<file path="src/aes_pkg.sv">
// Constants for the auto-negotiation expansion status register
// What this block does
// - Reserved bits fifteen down to five read as zero.
// - Writes to reserved bits ignored unless command override bit is one.
// - Bit four latches high on a parallel detection fault.
// - Bit three reports partner's received next-page bit.
// - Bit two always reads one: local device supports next pages.
// - Bit one latches high when a new code word is stored.
// - Reading the register clears the page-received flag.
// - Bit zero is one while valid pulse bursts arrive from partner, one cycle late.
// - Partner ability is loaded from received code word, raising page-received.
package aes_pkg;
   localparam int          DATA_WIDTH       = 16;
   localparam int          ADDR_WIDTH       = 5;
   localparam logic [4:0]  EXP_STATUS_ADDR  = 5'h06;
   localparam int          BIT_PD_FAULT     = 4;
   localparam int          BIT_LP_NP_ABLE   = 3;
   localparam int          BIT_NP_ABLE      = 2;
   localparam int          BIT_PAGE_RX      = 1;
   localparam int          BIT_LP_AN_ABLE   = 0;
   localparam int          RSV_LO           = 5;
   localparam int          RSV_HI           = 15;
   localparam int          RSV_WIDTH        = 11;
   localparam logic [10:0] RSV_RESET        = 11'h000;
   localparam logic        RSV_BIT_RESET    = 1'h0;
   localparam logic        FLAG_RESET       = 1'h0;
   localparam logic        NP_ABLE_VALUE    = 1'h1;
   localparam logic [15:0] ABILITY_RESET    = 16'h0000;
   localparam logic [15:0] RDATA_RESET      = 16'h0000;
   localparam int          CODE_WORD_NP_BIT = 15;
endpackage

</file>
<file path="src/aes_expansion_status.sv">
// Auto-negotiation expansion status register with management access
`timescale 1ns/1ps
`default_nettype none
module aes_expansion_status #(
   // Register and field widths
   parameter int DATA_W = aes_pkg::DATA_WIDTH,
   parameter int ADDR_W = aes_pkg::ADDR_WIDTH,
   parameter int RSV_W  = aes_pkg::RSV_WIDTH
) (
   // Clock and reset
   input  wire logic              CLOCK_I,
   input  wire logic              RST_I,
   // Management access
   input  wire logic [ADDR_W-1:0] REG_ADDR_I,
   input  wire logic              REG_RD_I,
   input  wire logic              REG_WR_I,
   input  wire logic [DATA_W-1:0] REG_WDATA_I,
   input  wire logic              CMD_OVERRIDE_I,
   output logic      [DATA_W-1:0] REG_RDATA_O,
   // Negotiation events
   input  wire logic              PD_FAULT_I,
   input  wire logic              CODE_WORD_STORE_I,
   input  wire logic [DATA_W-1:0] CODE_WORD_I,
   input  wire logic              FLP_VALID_I,
   // Partner ability
   output logic      [DATA_W-1:0] PARTNER_ABILITY_O
);

   // ----------------------------------------
   // Constants
   // ----------------------------------------
   // Own address and reset words at the configured widths
   localparam logic [ADDR_W-1:0] OWN_ADDR      =
      ADDR_W'(aes_pkg::EXP_STATUS_ADDR);
   localparam logic [DATA_W-1:0] ABILITY_RESET =
      DATA_W'(aes_pkg::ABILITY_RESET);
   localparam logic [DATA_W-1:0] RDATA_RESET   =
      DATA_W'(aes_pkg::RDATA_RESET);

   // ----------------------------------------
   // Declarations
   // ----------------------------------------
   // Address decode
   logic                  rd_hit;
   logic                  wr_hit;
   logic                  rsv_wr_en;
   // Latched status flags
   logic                  pd_fault;
   logic                  next_pd_fault;
   logic                  page_rx;
   logic                  next_page_rx;
   // Partner capabilities
   logic                  lp_np;
   logic                  next_lp_np;
   logic                  lp_an;
   logic                  next_lp_an;
   logic     [DATA_W-1:0] ability;
   logic     [DATA_W-1:0] next_ability;
   // Override-gated reserved storage, never shown on the read word
   wire logic [RSV_W-1:0] rsv;
   // Read word
   logic     [DATA_W-1:0] status_word;
   logic     [DATA_W-1:0] rdata;
   logic     [DATA_W-1:0] next_rdata;

   // ----------------------------------------
   // Address decode
   // ----------------------------------------
   // Other addresses belong to neighbouring registers and are ignored
   // Writes reach only the reserved storage, and only under override
   always_comb begin
      rd_hit    = REG_RD_I && (REG_ADDR_I == OWN_ADDR);
      wr_hit    = REG_WR_I && (REG_ADDR_I == OWN_ADDR);
      rsv_wr_en = wr_hit && CMD_OVERRIDE_I;
   end

   // ----------------------------------------
   // Parallel detection fault flag
   // ----------------------------------------
   // The fault wins over a read clear in the same cycle, so none is lost
   always_comb begin
      next_pd_fault = pd_fault;
      if (rd_hit) begin
         next_pd_fault = 1'h0;
      end
      if (PD_FAULT_I) begin
         next_pd_fault = 1'h1;
      end
   end

   always_ff @(posedge CLOCK_I) begin
      if (RST_I) begin
         pd_fault <= aes_pkg::FLAG_RESET;
      end else begin
         pd_fault <= next_pd_fault;
      end
   end

   // ----------------------------------------
   // Page received flag
   // ----------------------------------------
   // Storing a word into the ability register is the setting event
   // A new page wins over a read clear in the same cycle
   always_comb begin
      next_page_rx = page_rx;
      if (rd_hit) begin
         next_page_rx = 1'h0;
      end
      if (CODE_WORD_STORE_I) begin
         next_page_rx = 1'h1;
      end
   end

   always_ff @(posedge CLOCK_I) begin
      if (RST_I) begin
         page_rx <= aes_pkg::FLAG_RESET;
      end else begin
         page_rx <= next_page_rx;
      end
   end

   // ----------------------------------------
   // Partner capabilities from the stored code word
   // ----------------------------------------
   // The code word lines are only meaningful with the store pulse
   // Bit three changes only when a new word is stored
   always_comb begin
      next_ability = ability;
      next_lp_np   = lp_np;
      if (CODE_WORD_STORE_I) begin
         next_ability = CODE_WORD_I;
         next_lp_np   = CODE_WORD_I[aes_pkg::CODE_WORD_NP_BIT];
      end
   end

   always_ff @(posedge CLOCK_I) begin
      if (RST_I) begin
         ability <= ABILITY_RESET;
         lp_np   <= aes_pkg::FLAG_RESET;
      end else begin
         ability <= next_ability;
         lp_np   <= next_lp_np;
      end
   end

   // ----------------------------------------
   // Partner auto-negotiation ability
   // ----------------------------------------
   // Follows the burst indication one cycle late; it is not latched
   always_comb begin
      next_lp_an = FLP_VALID_I;
   end

   always_ff @(posedge CLOCK_I) begin
      if (RST_I) begin
         lp_an <= aes_pkg::FLAG_RESET;
      end else begin
         lp_an <= next_lp_an;
      end
   end

   // ----------------------------------------
   // Override-gated reserved storage
   // ----------------------------------------
   // Writes without the override are dropped; the stored bits drive no
   // status and exist only so an override write behaves as a real write
   genvar g;
   generate
      for (g = 0; g < RSV_W; g = g + 1) begin : g_rsv
         logic stored;
         logic next_stored;

         always_comb begin
            next_stored = stored;
            if (rsv_wr_en) begin
               next_stored = REG_WDATA_I[aes_pkg::RSV_LO + g];
            end
         end

         always_ff @(posedge CLOCK_I) begin
            if (RST_I) begin
               stored <= aes_pkg::RSV_BIT_RESET;
            end else begin
               stored <= next_stored;
            end
         end

         assign rsv[g] = stored;
      end
   endgenerate

   // ----------------------------------------
   // Read word
   // ----------------------------------------
   // Latched bits are captured as they stand before the read clear
   // Reserved positions stay zero whatever the override has stored
   always_comb begin
      status_word                          = '0;
      status_word[aes_pkg::BIT_PD_FAULT]   = pd_fault;
      status_word[aes_pkg::BIT_LP_NP_ABLE] = lp_np;
      status_word[aes_pkg::BIT_NP_ABLE]    = aes_pkg::NP_ABLE_VALUE;
      status_word[aes_pkg::BIT_PAGE_RX]    = page_rx;
      status_word[aes_pkg::BIT_LP_AN_ABLE] = lp_an;
      next_rdata = rdata;
      if (rd_hit) begin
         next_rdata = status_word;
      end
   end

   always_ff @(posedge CLOCK_I) begin
      if (RST_I) begin
         rdata <= RDATA_RESET;
      end else begin
         rdata <= next_rdata;
      end
   end

   // ----------------------------------------
   // Outputs
   // ----------------------------------------
   // Both outputs come straight from their registers
   assign REG_RDATA_O       = rdata;
   assign PARTNER_ABILITY_O = ability;
endmodule
`default_nettype wire

</file>
<file path="config.mk">
export PLATFORM = sky130hd
export DESIGN_NAME = aes_expansion_status
export DESIGN_NICKNAME = d
export VERILOG_FILES = /design/src/aes_pkg.sv /design/src/aes_expansion_status.sv
export SDC_FILE = /design/constraint.sdc
export NUM_CORES = 1
export LEC_CHECK = 0
export BUFFER_PORTS_ARGS = -buffer_cell sky130_fd_sc_hd__buf_2
export CORE_ASPECT_RATIO = 1.2
export CORE_MARGIN = 2
export CORE_UTILIZATION = 30
export CTS_CLUSTER_DIAMETER = 100
export DETAILED_ROUTE_END_ITERATION = 16
export PLACE_DENSITY = 0.74
export SYNTH_ARGS = -nofsm -noshare
export SYNTH_HDL_FRONTEND = slang
export SYNTH_SLANG_ARGS = --single-unit
</file>
<file path="constraint.sdc">
create_clock -name CLOCK_I -period 1.55 [get_ports CLOCK_I]
set_clock_uncertainty 0.1 [all_clocks]
set_input_delay 0.31 -clock CLOCK_I [delete_from_list [all_inputs] [get_ports CLOCK_I]]
set_output_delay 0.31 -clock CLOCK_I [all_outputs]
set_load 0.1 [all_outputs]
</file>
==> metrics.cfg, run 1 <==
[outcome]
outcome=finished, final reports clean

[final_layout]
area_growth_pct=31.3
n_antenna_cell=0
final_cell_mix=33 x buf_2, 24 x dfxtp_1, 20 x mux2i_1
finalNonFillerCells=175
nets=185
layout-drive-gt1-share=0.388
final_common_cell=buf_2

[global_routing]
grt_max_degree=29
grt_pass1_wl_um=2950
grt_pass1_vias=704
grt_usage=0.0980
antenna_found_initial=0
grt-ovfl-total=0

[critical_path]
required_ns=1.14
critPathMaxStageDelay_ns=0.43
cp_num_buf_inv=1
r2r_end=PARTNER_ABILITY_O[0]
critPathMaxFanout=2
crit_path_cell_trace=buf_2
worstReg2RegStart=PARTNER_ABILITY_O[0]
path_class=flop to primary output
arrival_ns=1.10
crit_family=buffers and inverters
crit_path_end_kind=primary output
rr_worst_depth=2
cp.depth=1
ff2ff_setup_slack_ns=0.81
cp-start-kind=flop
crit_slowest_cell=buf_2

[sta]
hold_viol=0
grt_setup_unrepaired=no
min_period_ns=1.51
fmax_ghz=0.663
setup_viol=0
min_period_over_period=0.973
maxSlewViolCount=0
tns_ns=0

[placement]
hpwl_um=1430
dp.cells=171
portBuffers=47
place.gp.congestion=0.648

[floorplanning]
pin_count=77
fp.dieH_um=67
initial_utilization=0.319
dieArea_um2=3790
design.core.area_um2=3110
die_x_um=56.5
fp-row-count=22

[clock_network]
clk_pin_slew_ns=0.14
numCtsBuffers=3
worstSkewPairLatency_ns=0.31
cts-root-buf=clkbuf_4
clock_sinks=24
cts_tree=built
holdBufCountCts=0
cts_max_level=1
clock_path_buffers=2

[yosys]
yosysWarningCount=0
yosys_register_bits=24
seq_area_frac_synth=0.484
syn_inst=94
postSynthAreaPerCell_um2=10.6
syn-cell-area_um2=992
yosysUniqueCellTypes=14

[routing]
wl_per_cell_um=10.8
drt_iter0_markers=6
num_vias=743
wirelength_um=1880
ant_nets=0
first_pass_iters=3
routed_via_density=4.25
route.detailed.drc=0

[worst_hold_path]
holdPathEnd=lp_an
holdCritStartpoint=FLP_VALID_I
holdPathStages=2
hold_class=input pin to flop

[flow_run]
cap_viol_max_count=0

[pwr]
vdd_drop_max_mv=0.766
p_leak_nw=0.660
power_density_nw_per_um2=1190

-- Yosys cell counts --
master	instances	area share
buf_4	13	0.098
nor2b_1	1	0.0063
buf_2	2	0.010
o22ai_1	2	0.013
nor2_1	16	0.061
conb_1	1	0.0038
nand4bb_4	1	0.028
dfxtp_1	24	0.48
mux2i_1	20	0.20
clkbuf_1	2	0.0076
inv_1	2	0.0076
nand2b_1	8	0.050
o21ba_1	1	0.010
nor3b_4	1	0.019
-- metrics by stage --
stage	hold slack (ns)	worst slack (ns)	util	area [µm²]	total power, W
after detailed placement	0.363	0.162	0.391	1210	0.00111
after CTS	0.0962	0.00103	0.407	1270	0.00157
after floorplan	0.338	0.210	-	1030	0.00107
final	0.107	0.0413	0.419	1300	0.00156
after global placement	0.348	0.203	0.391	1210	0.00110
after global routing	0.115	0.00299	0.419	1300	0.00161
-- power by group --
group          switching, W  internal (W)
logic              0.000357     0.0000845
registers         0.0000148      0.000649
clock network      0.000189      0.000261
-- cell type report --
| type | count | area, µm² |
|---|---|---|
| Fill cell | 317 | 1810 |
| Clock inverter | 1 | 30.0 |
| Timing Repair Buffer | 48 | 290 |
| Sequential cell | 24 | 480 |
| Inverter | 2 | 7.51 |
| Multi-Input combinational cell | 61 | 427 |
| Clock buffer | 3 | 22.5 |
| Tap cell | 36 | 45.0 |
-- cells by family (layout without fill, tap and decap cells) --
| logic type | Yosys count | in the layout | share of synthesized area |
|---|---|---|---|
| AO/OA/AOI/OAI | 3 | 3 | 0.0227 |
| other | 1 | 11 | 0.00378 |
| multiplexers | 20 | 20 | 0.202 |
| flip-flops | 24 | 24 | 0.484 |
| AND/OR/NAND/NOR | 27 | 27 | 0.164 |
| buffers and inverters | 19 | 54 | 0.124 |
-- worst max path at each step --
stage / end / start
after floorplan: PARTNER_ABILITY_O[0] / PARTNER_ABILITY_O[0]
after global placement: REG_RDATA_O[1] / REG_ADDR_I[3]
after detailed placement: REG_RDATA_O[4] / REG_ADDR_I[3]
after CTS: PARTNER_ABILITY_O[15] / lp_np
after global routing: PARTNER_ABILITY_O[8] / PARTNER_ABILITY_O[8]
final: PARTNER_ABILITY_O[8] / PARTNER_ABILITY_O[8]
-- layer usage --
layer / wire length (µm) / up-vias / part of all wire / track usage
li1: - / 369 / - / -
met1: 747 / 339 / 0.40 / 0.112
met2: 978 / 35 / 0.52 / 0.182
met3: 157 / 0 / 0.083 / 0.0214
met4: 0 / 0 / 0 / 0.0268
met5: 0 / - / 0 / 0
-- registers in the layout, indices dropped and copies added (netlist names) --
name / flops
REG_RDATA_O: 5
PARTNER_ABILITY_O: 15
lp_an: 1
lp_np: 1
page_rx: 1
pd_fault: 1
-- what timing repair did --
action | CTS | global route
resized for setup | 0 | 14
setup endpoints to repair | 0 | 14
setup buffers | 0 | 0
(Power assumes the default switching activity.)
==> inputs of run 2 (changes only) <==
CORE_UTILIZATION = 40   (was 30)
CTS_BUF_LIST = sky130_fd_sc_hd__clkbuf_4 sky130_fd_sc_hd__clkbuf_8   (was not set)
PLACE_DENSITY = 0.91   (was 0.74)
==> run 2 against run 1 <==
- total power down 8.8%
- register-to-register slack about the same
- clock power down 30%
- worst hold slack worse by 0.0014 ns
==> metrics.cfg, run 2 (synthesis results as in run 1) <==
[routing]
first_pass_iters=4  ; +1
highest_layer=met3
ant_nets=0  ; unchanged
wl_met3_um=139  ; -11%
wl_per_cell_um=10.8  ; +0.17%
routed_via_density=4.44  ; +4.5%
route.detailed.drc=0  ; unchanged
wirelength_um=1840  ; -2.1%
drt_iter0_markers=7  ; +1
drt-met1-wl_um=725  ; -2.9%
num_vias=759  ; +2.2%
wl_met2_um=978  ; unchanged

[sta]
setup_viol=0  ; unchanged
min_period_ns=1.51  ; +0.00314 ns
grt_setup_unrepaired=no
hold_ws_ns=0.106  ; -0.00136 ns
fmax_ghz=0.661  ; -0.21%
min_period_over_period=0.975  ; +0.00202
maxSlewViolCount=0  ; unchanged
tns_ns=0  ; unchanged
hold_viol=0  ; unchanged

[clock_network]
clk_pin_slew_ns=0.12  ; -0.02 ns
worstSkewPairLatency_ns=0.30  ; about the same
cts_max_level=1  ; unchanged
clock_sinks=24  ; unchanged
clock_path_buffers=2  ; unchanged
cts_tree=built
numCtsBuffers=3  ; unchanged
post_cts_buffers=0  ; unchanged
cts-root-buf=clkbuf_4

[pwr]
vdd_drop_max_mv=0.761  ; -0.66%
switching_share=0.385  ; +0.0239
seqPwrFrac=0.467  ; +0.041
p_leak_nw=0.659  ; about the same
p_int_w=0.000873  ; -12%
combPwrFrac=0.310  ; +0.026
clkPwrFrac=0.223  ; -0.067
power_density_nw_per_um2=1130  ; -5.0%
total_power_w=0.00142  ; -8.8%
switchingPower_w=0.000546  ; -2.8%

[final_layout]
fin_util=0.537  ; +0.118
area_growth_pct=26.0
n_antenna_cell=0  ; unchanged
final_cell_mix=43 x buf_2, 24 x dfxtp_1, 20 x mux2i_1
register_area_um2=480  ; unchanged
final_common_cell=buf_2
multiInputGateArea_um2=427  ; unchanged
layout-drive-gt1-share=0.393  ; +0.00437
nets=186  ; +0.54%
fillers=240  ; -24%
largest_reg_flops=15  ; unchanged

[placement]
hpwl_um=1420  ; -0.22%
portBuffers=47  ; unchanged
place.gp.congestion=0.693  ; +6.9%

[floorplanning]
fp-row-count=19  ; -14%
initial_utilization=0.426  ; +0.107
dieArea_um2=2900  ; -23%
pin_count=77  ; unchanged
die_x_um=49.5  ; -12%
design.core.area_um2=2330  ; -25%
fp.dieH_um=58.6  ; -13%

[critical_path]
required_ns=1.14  ; about the same
arrival_ns=1.10  ; about the same
rr_worst_depth=2  ; unchanged
r2r_end=PARTNER_ABILITY_O[3]
crit_slowest_cell=buf_2
critPathMaxStageDelay_ns=0.43  ; about the same
crit_family=buffers and inverters
ff2ff_setup_slack_ns=0.81  ; about the same
critPathMaxFanout=2  ; unchanged
crit_path_cell_trace=buf_2
crit_path_end_kind=primary output
worstReg2RegStart=PARTNER_ABILITY_O[3]
cp-start-kind=flop
path_class=flop to primary output
cp_num_buf_inv=1  ; unchanged

[worst_hold_path]
holdPathEnd=lp_an
hold_class=input pin to flop
holdCritStartpoint=FLP_VALID_I
holdPathStages=2  ; unchanged

[global_routing]
grt-ovfl-total=0  ; unchanged
antenna_found_initial=0  ; unchanged
grt_pass1_wl_um=3090  ; +4.7%
grt_pass1_vias=741  ; +5.3%
grt_usage=0.138  ; +0.0401
grt_max_degree=19  ; -34%

[outcome]
outcome=finished, final reports clean

[flow_run]
cap_viol_max_count=0  ; unchanged

==> run 2: layout make-up <==
type,instances,share of cell area
Sequential cell,24,0.384
Multi-Input combinational cell,61,0.341
Timing Repair Buffer,49,0.208
Tap cell,31,0.0310
Clock buffer,4,0.0290
Inverter,2,0.00601
==> run 2: worst max-delay path by stage <==
| stage | from | endpoint | slack [ns] | cells after the start |
|---|---|---|---|---|
| 3_5_place_dp | REG_ADDR_I[3] | REG_RDATA_O[3] | 0.16 | 5 |
| 4_1_cts | lp_np | PARTNER_ABILITY_O[15] | 0.02 | 1 |
| 6_report | PARTNER_ABILITY_O[3] | PARTNER_ABILITY_O[3] | 0.04 | 1 |
| 2_1_floorplan | PARTNER_ABILITY_O[0] | PARTNER_ABILITY_O[0] | 0.21 | 2 |
| 5_1_grt | PARTNER_ABILITY_O[3] | PARTNER_ABILITY_O[3] | 0.0006 | 1 |
| 3_3_place_gp | REG_ADDR_I[3] | REG_RDATA_O[1] | 0.21 | 5 |
==> run 2: per-layer routing <==
layer | vias to the layer above | global-route usage
met5 | - | 0
met4 | 0 | 0.0595
met3 | 0 | 0.0330
met2 | 37 | 0.263
met1 | 350 | 0.145
li1 | 372 | -
==> run 2: timing repair <==
action,in CTS,in global routing
hold buffers,0,0
resized for setup,0,4
endpoints found under the setup margin,0,4
==> run 2: power groups by stage <==
stage	Sequential, W	Combinational [W]	Clock, W
final	0.000663	0.000440	0.000316
after global routing	0.000666	0.000457	0.000351
after CTS	0.000663	0.000439	0.000331
after detailed placement	0.000676	0.000439	0
after global placement	0.000674	0.000431	0
after floorplan	0.000847	0.000221	0
==> run 2: stage by stage <==
stage / area (µm²) / setup slack [ns] / cells
floorplan: 1030 / 0.210 / 104
global placement: 1200 / 0.210 / 167
detailed placement: 1200 / 0.156 / 167
CTS: 1240 / 0.0163 / 171
global route: 1250 / 0.000574 / 171
finish: 1250 / 0.0382 / 171
